File: config.mk
export PLATFORM = sky130hd
export DESIGN_NAME = cttc_top
export DESIGN_NICKNAME = d
export VERILOG_FILES = /design/src/verilog/cttc_pkg.sv /design/src/verilog/cttc_top.sv /design/src/verilog/cttc_prescale.sv
export VERILOG_INCLUDE_DIRS = /design/src /design/src/verilog
export SDC_FILE = /design/constraint.sdc
export NUM_CORES = 1
export LEC_CHECK = 0
export ABC_AREA = 1
export BUFFER_PORTS_ARGS = -buffer_cell sky130_fd_sc_hd__buf_2
export CAP_MARGIN = 15
export CORE_ASPECT_RATIO = 0.8
export CORE_MARGIN = 10
export CORE_UTILIZATION = 30
export DETAILED_ROUTE_END_ITERATION = 16
export HOLD_SLACK_MARGIN = 0.1
export PLACE_DENSITY = 0.54
export SLEW_MARGIN = 20
export SYNTH_ARGS = -nofsm -noshare
export SYNTH_HDL_FRONTEND = slang
export SYNTH_SLANG_ARGS = --single-unit
File: constraint.sdc
create_clock -name sys_clk -period 2.3 [get_ports sys_clk]
set_input_delay 0.46 -clock sys_clk [delete_from_list [all_inputs] [get_ports sys_clk]]
set_output_delay 0.46 -clock sys_clk [all_outputs]
set_load 0.1 [all_outputs]
File: src/verilog/cttc_map.svh
// register offsets, field positions, reset values and timing counts of the calendar timer
`ifndef CTTC_MAP_SVH
`define CTTC_MAP_SVH
// ==========================================================================
// register offsets (word index on the plain register port)
`define CTTC_SECONDS_OFS     4'h0
`define CTTC_MINUTES_OFS     4'h1
`define CTTC_HOURS_OFS       4'h2
`define CTTC_WEEKDAY_OFS     4'h3
`define CTTC_CTRL_ONE_OFS    4'h4
`define CTTC_PIE_OFS         4'h5
`define CTTC_SRC_SEL_OFS     4'h6
`define CTTC_IRQ_CTRL_OFS    4'h7
`define CTTC_IRQ_STATUS_OFS  4'h8
`define CTTC_IRQ_MASK_OFS    4'h9
// ==========================================================================
// control_reg_one fields
`define CTTC_C1_RUNNING_BIT  1
`define CTTC_C1_TIMING_BIT   3
`define CTTC_C1_SOFTCLR_BIT  4
`define CTTC_C1_PM_BIT       5
`define CTTC_C1_H24_BIT      6
`define CTTC_C1_RUN_BIT      7
`define CTTC_C1_WR_MASK      8'hFC
// periodic_interrupt_enable fields
`define CTTC_PIE_SEC_BIT     0
`define CTTC_PIE_MIN_BIT     1
`define CTTC_PIE_HR_BIT      2
`define CTTC_PIE_DAY_BIT     3
`define CTTC_PIE_WK_BIT      4
`define CTTC_PIE_CMP_BIT     5
`define CTTC_PIE_WR_MASK     8'h3F
// count_source_select_reg fields
`define CTTC_SRC_USE4_BIT    2
`define CTTC_SRC_RTC_BIT     3
// interrupt_control_reg fields
`define CTTC_IC_REQ_BIT      3
`define CTTC_IC_BUSY_BIT     7
// ==========================================================================
// reset values
`define CTTC_REG_RESET       8'h00
`define CTTC_MASK_RESET      8'h00
// ==========================================================================
// timing: update-in-progress window
`define CTTC_BUSY_TIME_US    62500
`define CTTC_CLK_MHZ         100
`define CTTC_BUSY_CYCLES     (`CTTC_BUSY_TIME_US * `CTTC_CLK_MHZ)
`define CTTC_SYNC_STAGES     2
`endif

File: src/verilog/cttc_pkg.sv
// types shared by the calendar timer control files
package cttc_pkg;
  // ========================================================================
  // register port request
  typedef struct packed {
    logic [3:0] addr;
    logic [7:0] wdata;
    logic       wr;
    logic       rd;
  } cttc_req_t;

  // periodic event pulses, bit order as the enable register
  typedef struct packed {
    logic cmp;
    logic wk;
    logic day;
    logic hr;
    logic min;
    logic sec;
  } cttc_evt_t;

  // run handshake phase
  typedef enum logic [1:0] {
    CTTC_STOPPED,
    CTTC_STARTING,
    CTTC_RUNNING,
    CTTC_STOPPING
  } cttc_run_t;
endpackage : cttc_pkg

File: src/verilog/cttc_top.sv
// calendar timer control: run handshake, time counting, compare mode, interrupts
// How it works
// - compare interrupt only when its enable set
// - start sets running flag within two ticks
// - stop clears running flag within two ticks
// - stopped means run request and running zero
// - busy flag high about 62.5 ms per update
// - time registers all update together in one cycle
// - request flag set on each timer request
// - soft clear one then zero resets time, enables and control bits
// - periodic requests on each field update
// - compare match wraps counter to zero
`include "cttc_map.svh"
module cttc_top #(
  parameter int unsigned BUSY_CYCLES = `CTTC_BUSY_CYCLES,
  parameter int unsigned SEC_DIV     = 32'd256
) (
  // clock, reset, enable
  input  wire logic                  sys_clk,
  input  wire logic                  srst,
  input  wire logic                  clk_en,
  // count source ticks, one per source, synchronous to sys_clk
  input  wire logic [3:0]            src_ticks,
  // register port
  input  wire cttc_pkg::cttc_req_t   reg_req,
  output logic [7:0]                 reg_rdata,
  // interrupt
  output logic                       irq
);
  typedef struct packed {
    logic [7:0]          sec;
    logic [7:0]          min;
    logic [7:0]          hr;
    logic [2:0]          wk;
    logic                pm;
    logic                h24;
    logic                timing;
    logic                run_req;
    logic                running;
    logic                softclr;
    logic [7:0]          pie;
    logic [3:0]          src;
    logic                req_flag;
    logic                busy;
    logic [31:0]         busy_cnt;
    cttc_pkg::cttc_run_t phase;
    logic [5:0]          status;
    logic [5:0]          mask;
    logic [7:0]          rdata;
    logic                irq;
  } cttc_state_t;

  cttc_state_t         s_q;
  cttc_state_t         s_d;
  cttc_pkg::cttc_evt_t ev;
  logic                src_tick;
  logic                cnt_tick;
  logic                clr;
  logic                stopped;
  logic                rtc_mode;
  logic [7:0]          c1_rd;
  logic [7:0]          ic_rd;

  // ==========================================================================
  // prescaler
  cttc_prescale #(
    .SEC_DIV (SEC_DIV)
  ) u_pre (
    .sys_clk   (sys_clk),
    .srst      (srst),
    .clk_en    (clk_en),
    .clr       (clr),
    .run       (s_q.running),
    .src_sel   (s_q.src),
    .src_ticks (src_ticks),
    .src_tick  (src_tick),
    .cnt_tick  (cnt_tick)
  );

  // BCD increment with wrap at lim
  function automatic logic [7:0] cttc_bcd_inc(input logic [7:0] v, input logic [7:0] lim);
    logic [7:0] r;
    r = v;
    if (v == lim) begin
      r = 8'h00;
    end else if (v[3:0] == 4'h9) begin
      r = {v[7:4] + 4'h1, 4'h0};
    end else begin
      r = {v[7:4], v[3:0] + 4'h1};
    end
    return r;
  endfunction : cttc_bcd_inc

  // ==========================================================================
  // decoded helpers
  always_comb begin
    clr      = s_q.softclr && reg_req.wr && (reg_req.addr == `CTTC_CTRL_ONE_OFS)
               && !reg_req.wdata[`CTTC_C1_SOFTCLR_BIT];
    stopped  = !s_q.run_req && !s_q.running;
    rtc_mode = s_q.src[`CTTC_SRC_RTC_BIT];
    c1_rd    = {s_q.run_req, s_q.h24, s_q.pm, s_q.softclr, s_q.timing, 1'b0, s_q.running, 1'b0};
    ic_rd    = '0;
    ic_rd[`CTTC_IC_REQ_BIT]  = s_q.req_flag;
    ic_rd[`CTTC_IC_BUSY_BIT] = s_q.busy;
  end

  // ==========================================================================
  // next state
  always_comb begin
    s_d = s_q;
    ev  = '0;
    // run handshake, settles within two source ticks
    case (s_q.phase)
      cttc_pkg::CTTC_STOPPED: begin
        if (s_q.run_req) begin
          s_d.phase  = cttc_pkg::CTTC_STARTING;
        end
      end
      cttc_pkg::CTTC_STARTING: begin
        if (src_tick) begin
          s_d.running = 1'b1;
          s_d.phase   = cttc_pkg::CTTC_RUNNING;
        end
      end
      cttc_pkg::CTTC_RUNNING: begin
        if (!s_q.run_req) begin
          s_d.phase = cttc_pkg::CTTC_STOPPING;
        end
      end
      cttc_pkg::CTTC_STOPPING: begin
        if (src_tick) begin
          s_d.running = 1'b0;
          s_d.phase   = cttc_pkg::CTTC_STOPPED;
        end
      end
      default: begin
        s_d.phase = cttc_pkg::CTTC_STOPPED;
      end
    endcase

    // counting: fields roll together in one cycle, as a set
    if (s_q.running && cnt_tick) begin
      if (rtc_mode) begin
        s_d.sec = cttc_bcd_inc(s_q.sec, 8'h59);
        ev.sec  = 1'b1;
        if (s_q.sec == 8'h59) begin
          s_d.min = cttc_bcd_inc(s_q.min, 8'h59);
          ev.min  = 1'b1;
          if (s_q.min == 8'h59) begin
            ev.hr = 1'b1;
            if (s_q.h24) begin
              s_d.hr = cttc_bcd_inc(s_q.hr, 8'h23);
            end else begin
              s_d.hr = cttc_bcd_inc(s_q.hr, 8'h11);
              if (s_q.hr == 8'h11) begin
                s_d.pm = ~s_q.pm;
              end
            end
            if ((s_q.h24 && s_q.hr == 8'h23) || (!s_q.h24 && s_q.hr == 8'h11 && s_q.pm)) begin
              s_d.wk = (s_q.wk == 3'd6) ? 3'd0 : s_q.wk + 3'd1;
              ev.day = 1'b1;
              ev.wk  = (s_q.wk == 3'd6);
            end
          end
        end
        // update window opens on each seconds update
        s_d.busy     = 1'b1;
        s_d.busy_cnt = '0;
      end else begin
        // compare mode: seconds holds counter, minutes holds compare value
        if (s_q.sec == s_q.min) begin
          s_d.sec = 8'h00;
          ev.cmp  = 1'b1;
        end else begin
          s_d.sec = s_q.sec + 8'h01;
        end
      end
    end

    // busy window countdown
    if (s_q.busy && !(s_q.running && cnt_tick && rtc_mode)) begin
      if (s_q.busy_cnt == BUSY_CYCLES - 32'd1) begin
        s_d.busy = 1'b0;
      end else begin
        s_d.busy_cnt = s_q.busy_cnt + 32'd1;
      end
    end

    // register reads; read of status clears it
    s_d.rdata = 8'h00;
    if (reg_req.rd) begin
      case (reg_req.addr)
        `CTTC_SECONDS_OFS:    s_d.rdata = s_q.sec;
        `CTTC_MINUTES_OFS:    s_d.rdata = s_q.min;
        `CTTC_HOURS_OFS:      s_d.rdata = s_q.hr;
        `CTTC_WEEKDAY_OFS:    s_d.rdata = {5'h00, s_q.wk};
        `CTTC_CTRL_ONE_OFS:   s_d.rdata = c1_rd;
        `CTTC_PIE_OFS:        s_d.rdata = s_q.pie & `CTTC_PIE_WR_MASK;
        `CTTC_SRC_SEL_OFS:    s_d.rdata = {4'h0, s_q.src};
        `CTTC_IRQ_CTRL_OFS: begin
          s_d.rdata    = ic_rd;
          s_d.req_flag = 1'b0;
        end
        `CTTC_IRQ_STATUS_OFS: begin
          s_d.rdata  = {2'b00, s_q.status};
          s_d.status = '0;
        end
        `CTTC_IRQ_MASK_OFS:   s_d.rdata = {2'b00, s_q.mask};
        default:              s_d.rdata = 8'h00;
      endcase
    end

    // register writes; time and setup only take effect while stopped
    if (reg_req.wr) begin
      case (reg_req.addr)
        `CTTC_SECONDS_OFS: begin
          // the compare-mode counter is read-only, so software cannot skip a match
          if (stopped && rtc_mode) begin
            s_d.sec = reg_req.wdata;
          end
        end
        `CTTC_MINUTES_OFS: begin
          if (stopped) begin
            s_d.min = reg_req.wdata;
          end
        end
        `CTTC_HOURS_OFS: begin
          if (stopped) begin
            s_d.hr = reg_req.wdata;
          end
        end
        `CTTC_WEEKDAY_OFS: begin
          if (stopped) begin
            s_d.wk = reg_req.wdata[2:0];
          end
        end
        `CTTC_CTRL_ONE_OFS: begin
          s_d.run_req = reg_req.wdata[`CTTC_C1_RUN_BIT];
          s_d.softclr = reg_req.wdata[`CTTC_C1_SOFTCLR_BIT];
          if (stopped) begin
            s_d.h24    = reg_req.wdata[`CTTC_C1_H24_BIT];
            s_d.pm     = reg_req.wdata[`CTTC_C1_PM_BIT];
            s_d.timing = reg_req.wdata[`CTTC_C1_TIMING_BIT];
          end
        end
        `CTTC_PIE_OFS: begin
          if (stopped) begin
            s_d.pie = reg_req.wdata & `CTTC_PIE_WR_MASK;
          end
        end
        `CTTC_SRC_SEL_OFS: begin
          if (stopped) begin
            s_d.src = reg_req.wdata[3:0];
          end
        end
        `CTTC_IRQ_CTRL_OFS:  s_d.req_flag = reg_req.wdata[`CTTC_IC_REQ_BIT];
        `CTTC_IRQ_MASK_OFS:  s_d.mask = reg_req.wdata[5:0];
        default: begin
        end
      endcase
    end

    // events: gated by enables, set wins over any clear above
    if ((ev & s_q.pie[5:0]) != 6'h00) begin
      s_d.req_flag = 1'b1;
    end
    s_d.status = s_d.status | (ev & s_q.pie[5:0]);
    if (!s_q.pie[`CTTC_PIE_CMP_BIT]) begin
      s_d.status[`CTTC_PIE_CMP_BIT] = s_d.status[`CTTC_PIE_CMP_BIT] & s_q.status[`CTTC_PIE_CMP_BIT];
    end

    // soft clear: zero time, enables, control bits; prescaler clears too
    if (clr) begin
      s_d.sec     = 8'h00;
      s_d.min     = 8'h00;
      s_d.hr      = 8'h00;
      s_d.wk      = 3'd0;
      s_d.pie     = `CTTC_REG_RESET;
      s_d.running = 1'b0;
      s_d.timing  = 1'b0;
      s_d.pm      = 1'b0;
      s_d.h24     = 1'b0;
      s_d.run_req = 1'b0;
      s_d.phase   = cttc_pkg::CTTC_STOPPED;
    end

    s_d.irq = (s_d.status & s_d.mask) != 6'h00;
  end

  // ==========================================================================
  // state register
  always_ff @(posedge sys_clk) begin
    if (srst) begin
      s_q <= '0;
    end else if (clk_en) begin
      s_q <= s_d;
    end
  end

  assign reg_rdata = s_q.rdata;
  assign irq       = s_q.irq;
endmodule : cttc_top

File: src/verilog/cttc_prescale.sv
// count source prescaler: picks a tick and divides it into second or compare ticks
`include "cttc_map.svh"
module cttc_prescale #(
  parameter int unsigned SEC_DIV = 32'd256
) (
  // clock and reset
  input  wire logic       sys_clk,
  input  wire logic       srst,
  input  wire logic       clk_en,
  // control
  input  wire logic       clr,
  input  wire logic       run,
  input  wire logic [3:0] src_sel,
  input  wire logic [3:0] src_ticks,
  // ticks out
  output logic            src_tick,
  output logic            cnt_tick
);
  typedef struct packed {
    logic [31:0] div;
    logic [3:0]  four;
    logic        half;
  } cttc_ps_state_t;

  cttc_ps_state_t s_q;
  cttc_ps_state_t s_d;
  logic           tk;

  // ==========================================================================
  // source selection and division
  always_comb begin
    s_d      = s_q;
    tk       = src_ticks[src_sel[1:0]];
    src_tick = tk;
    cnt_tick = 1'b0;
    if (clr) begin
      s_d = '0;
    end else if (run && tk) begin
      if (src_sel[`CTTC_SRC_RTC_BIT]) begin
        // one second per SEC_DIV source ticks
        if (s_q.div == SEC_DIV - 32'd1) begin
          s_d.div  = '0;
          cnt_tick = 1'b1;
        end else begin
          s_d.div = s_q.div + 32'd1;
        end
      end else begin
        // compare mode counts the source halved, optionally by sixteen more
        s_d.half = ~s_q.half;
        if (s_q.half) begin
          if (!src_sel[`CTTC_SRC_USE4_BIT]) begin
            cnt_tick = 1'b1;
          end else begin
            s_d.four = s_q.four + 4'h1;
            cnt_tick = (s_q.four == 4'hF);
          end
        end
      end
    end
  end

  // state register
  always_ff @(posedge sys_clk) begin
    if (srst) begin
      s_q <= '0;
    end else if (clk_en) begin
      s_q <= s_d;
    end
  end
endmodule : cttc_prescale

==> flow_metrics.env <==
export IMPL_cp_data_arrival_time_ps=2460
export IMPL_cts_sinks=137
export IMPL_cts_tree="yes"
export IMPL_slowest_delay_ps=340
export IMPL_drv_slew=0
export IMPL_synth_edf_count=0
export IMPL_clk_pin_slew_ps=70
export IMPL_cts_max_level=4
export IMPL_fmax_ghz=0.4632
export IMPL_ios=30
export IMPL_syn_area_per_cell_um2=6.265
export IMPL_worst_pin_slew_ps=762.0
export IMPL_floorplan_die_width_um=218.9
export IMPL_required_ps=2600
export IMPL_leakage_nw=4.687
export IMPL_post_drt_wl_per_cell_um=16.28
export IMPL_synth_cells=1515
export IMPL_routed_wl_mm=33.40
export IMPL_ir_drop_v=0.0004300
export IMPL_yosysMostFrequentCell="nand2_1"
export IMPL_root_buffer="clkbuf_16"
export IMPL_hold_viol=0
export IMPL_area_growth_pct=21.54
export IMPL_via_per_inst=5.093
export IMPL_start_kind="flip-flop"
export IMPL_dp_final_hpwl_mm=25.19
export IMPL_relSlewSlack_pct=49.20
export IMPL_ys_seq_area_share_pct=28.90
export IMPL_antenna_found_initial=1
export IMPL_status="complete, no violations"
export IMPL_track_usage_pct=17.17
export IMPL_swShare_pct=25.81
export IMPL_crit_path_cell_trace="nor2_1 -> nand2_1 -> nor2_1 -> nand2_1 -> o21ai_1 -> nand2_2 -> inv_2 -> o21ai_0 -> nand2_1 -> o21ai_0 -> nand2_1 -> a21oi_1"
export IMPL_finalCritPeriodShare_pct=93.87
export IMPL_fin_nets=1661
export IMPL_ant_nets=0
export IMPL_ys_warn_count=0
export IMPL_pwr_share_clk_pct=50.1
export IMPL_clock_latency_ps=450
export IMPL_crit_family="simple AND/OR/NAND/NOR gates"
export IMPL_pre_cts_slack_ps=24.90
export IMPL_maxCapViolCount=0
export IMPL_finalSetupTns_ps=0
export IMPL_design_area_um2=11540
export IMPL_p_switching_mw=1.535
export IMPL_grt_ovfl_total=0
export IMPL_num_vias=10450
export IMPL_synth_cell_types=52
export IMPL_ys_seq_elements=137
export IMPL_gp_congestion=0.9376
export IMPL_syn_area_um2=9492
export IMPL_synth_top_area_share_pct=28.90
export IMPL_path_buf_inv=1
export IMPL_yosysTopAreaCell="dfxtp_1"
export IMPL_internal_power_mw=4.412
export IMPL_setup_violations_final=0
export IMPL_fill_cells=3406
export IMPL_grt_pass1_vias=9541
export IMPL_portBuffers=29
export IMPL_seqPwrFrac_pct=41.4
export IMPL_layout_min_cycle_time_ps=2159
export IMPL_cp_slowest_cell="dfxtp_1"
export IMPL_crit_type="flip-flop to flip-flop"
export IMPL_power_density_nw_per_um2=515.5
export IMPL_cts_buffer_depth=2
export IMPL_skew_ps=12.00
export IMPL_ys_top_cells_by_area="dfxtp_1, nand2_1, a21oi_1"
export IMPL_dp_cells=2015
export IMPL_dpl_cell_area_um2=10760
export IMPL_syn_nets=1556
export IMPL_rsz0062_at_grt="yes"
export IMPL_final_cells=2052
export IMPL_cts_buffers=17
export IMPL_num_rows=58
export IMPL_fp_dieArea_um2=39200
export IMPL_grt_pass1_wl_mm=53.03
export IMPL_crit_top_cell="nand2_1"
export IMPL_start_util_pct=30.28
export IMPL_drc=0
export IMPL_firstDrtPassIters=6
export IMPL_drt_iter0_markers=985
export IMPL_async_reset_ff_share_pct=0
export IMPL_die_h_um=179.1
export IMPL_path_max_fanout=18
export IMPL_fin_ws_ps=141.1
export IMPL_cp_end_kind="flip-flop"
export IMPL_grt_max_degree=61
export IMPL_hold_path_class="primary input to flip-flop"
export IMPL_coreArea_um2=31350
export IMPL_ys_flop_type="dfxtp_1"
export IMPL_p_comb_share_pct=8.5
export IMPL_synth_commonest_cells="nand2_1, inv_1, nor2_1"
export IMPL_drive_gt1_share_pct=15.27
state kept, by name, summed over array words and instances, names as in the netlist:
signal and cells:
reg_rdata 8, rtc_mode 1, u_pre.s_q 37, ic_rd 2
s_q 82, c1_rd 6, irq 1
worst paths after layout:
check	from	to	slack, ps	depth (start not counted)
setup / recovery	u_pre.s_q[27]	s_q[95]	140	12
hold reg to reg	reg_rdata[5]	reg_rdata[5]	460	2
setup reg to reg	u_pre.s_q[27]	s_q[95]	140	12
hold / removal	reg_req[9]	c1_rd[7]	310	3
power by group through the flow:
stage / Sequential (mW) / Clock [mW] / Combinational [mW]
final: 2.46 / 2.98 / 0.507
after global routing: 2.47 / 3.13 / 0.558
after CTS: 2.46 / 3.03 / 0.497
after detailed placement: 2.51 / 0 / 0.495
after global placement: 2.51 / 0 / 0.493
after floorplan: 2.51 / 0 / 0.302
layer usage:
layer / wire length, um / share of wire (%) / global-route usage (%)
met2: 13370 / 40 / 24.24
met5: 0 / 0 / 0
met1: 16690 / 50 / 24.79
met3: 2684 / 8.0 / 4.300
met4: 663 / 2.0 / 5.363
through the flow:
step                      power [mW]  hold slack (ps)  utilization, %
after detailed placement       3.006            458.6           34.32
after global placement         3.004            453.8           34.32
final                          5.947            306.4           36.80
after CTS                      5.987            282.5           36.29
after floorplan                2.809            437.2               -
after global routing           6.151            324.1           36.79
cell usage in the layout, fill, tap and decap left out, types with 9 or more instances in the layout:
cell type / netlist / layout
dfxtp_1: 137 / 133
nand4_1: 40 / 40
nand2_1: 373 / 369
nor4_1: 13 / 12
nor2_1: 146 / 140
nor2_2: 6 / 9
nand2_2: 8 / 12
o22ai_1: 9 / 9
a21oi_1: 141 / 141
buf_4: 9 / 111
ha_1: 20 / 17
xor2_1: 23 / 23
o211ai_1: 15 / 15
buf_2: 17 / 29
nand3_1: 92 / 90
nor2_4: 6 / 9
o21ai_0: 101 / 100
clkbuf_16: 0 / 17
nor3_1: 40 / 38
inv_1: 188 / 187
a211oi_1: 11 / 11
cell type report:
class | instances | area, um^2 | area share [%]
Multi-Input combinational cell | 1122 | 5809 | 50.36
Tap cell | 420 | 525.5 | 4.555
Inverter | 196 | 738.2 | 6.399
Antenna cell | 1 | 2.502 | 0.02169
Sequential cell | 137 | 2748 | 23.82
Clock inverter | 11 | 171.4 | 1.486
Clock buffer | 19 | 442.9 | 3.839
Timing Repair Buffer | 146 | 1099 | 9.523
tightest hold or removal path: stages:
cell and delay (ps):
buf_2 120, a21oi_1 70, nor2_1 70
logic make-up (layout without fill, tap and decap cells):
group | after synthesis | after routing | share of synthesized area, %
buffers and inverters | 256 | 372 | 11.05
other | 0 | 1 | 0
XOR/XNOR | 30 | 30 | 2.768
adder cells (fa/ha/maj) | 20 | 20 | 2.636
AO/OA/AOI/OAI | 314 | 314 | 18.44
flip-flops | 137 | 137 | 28.90
AND/OR/NAND/NOR | 758 | 758 | 36.21
repair_timing:
action,4_1_cts,5_1_grt
resized for setup,1,29
hold buffers,0,0
endpoints found under the setup margin,1,51
buffers inserted,0,6
pin swaps,0,11
cloned,0,0
(Power assumes the default switching activity.)
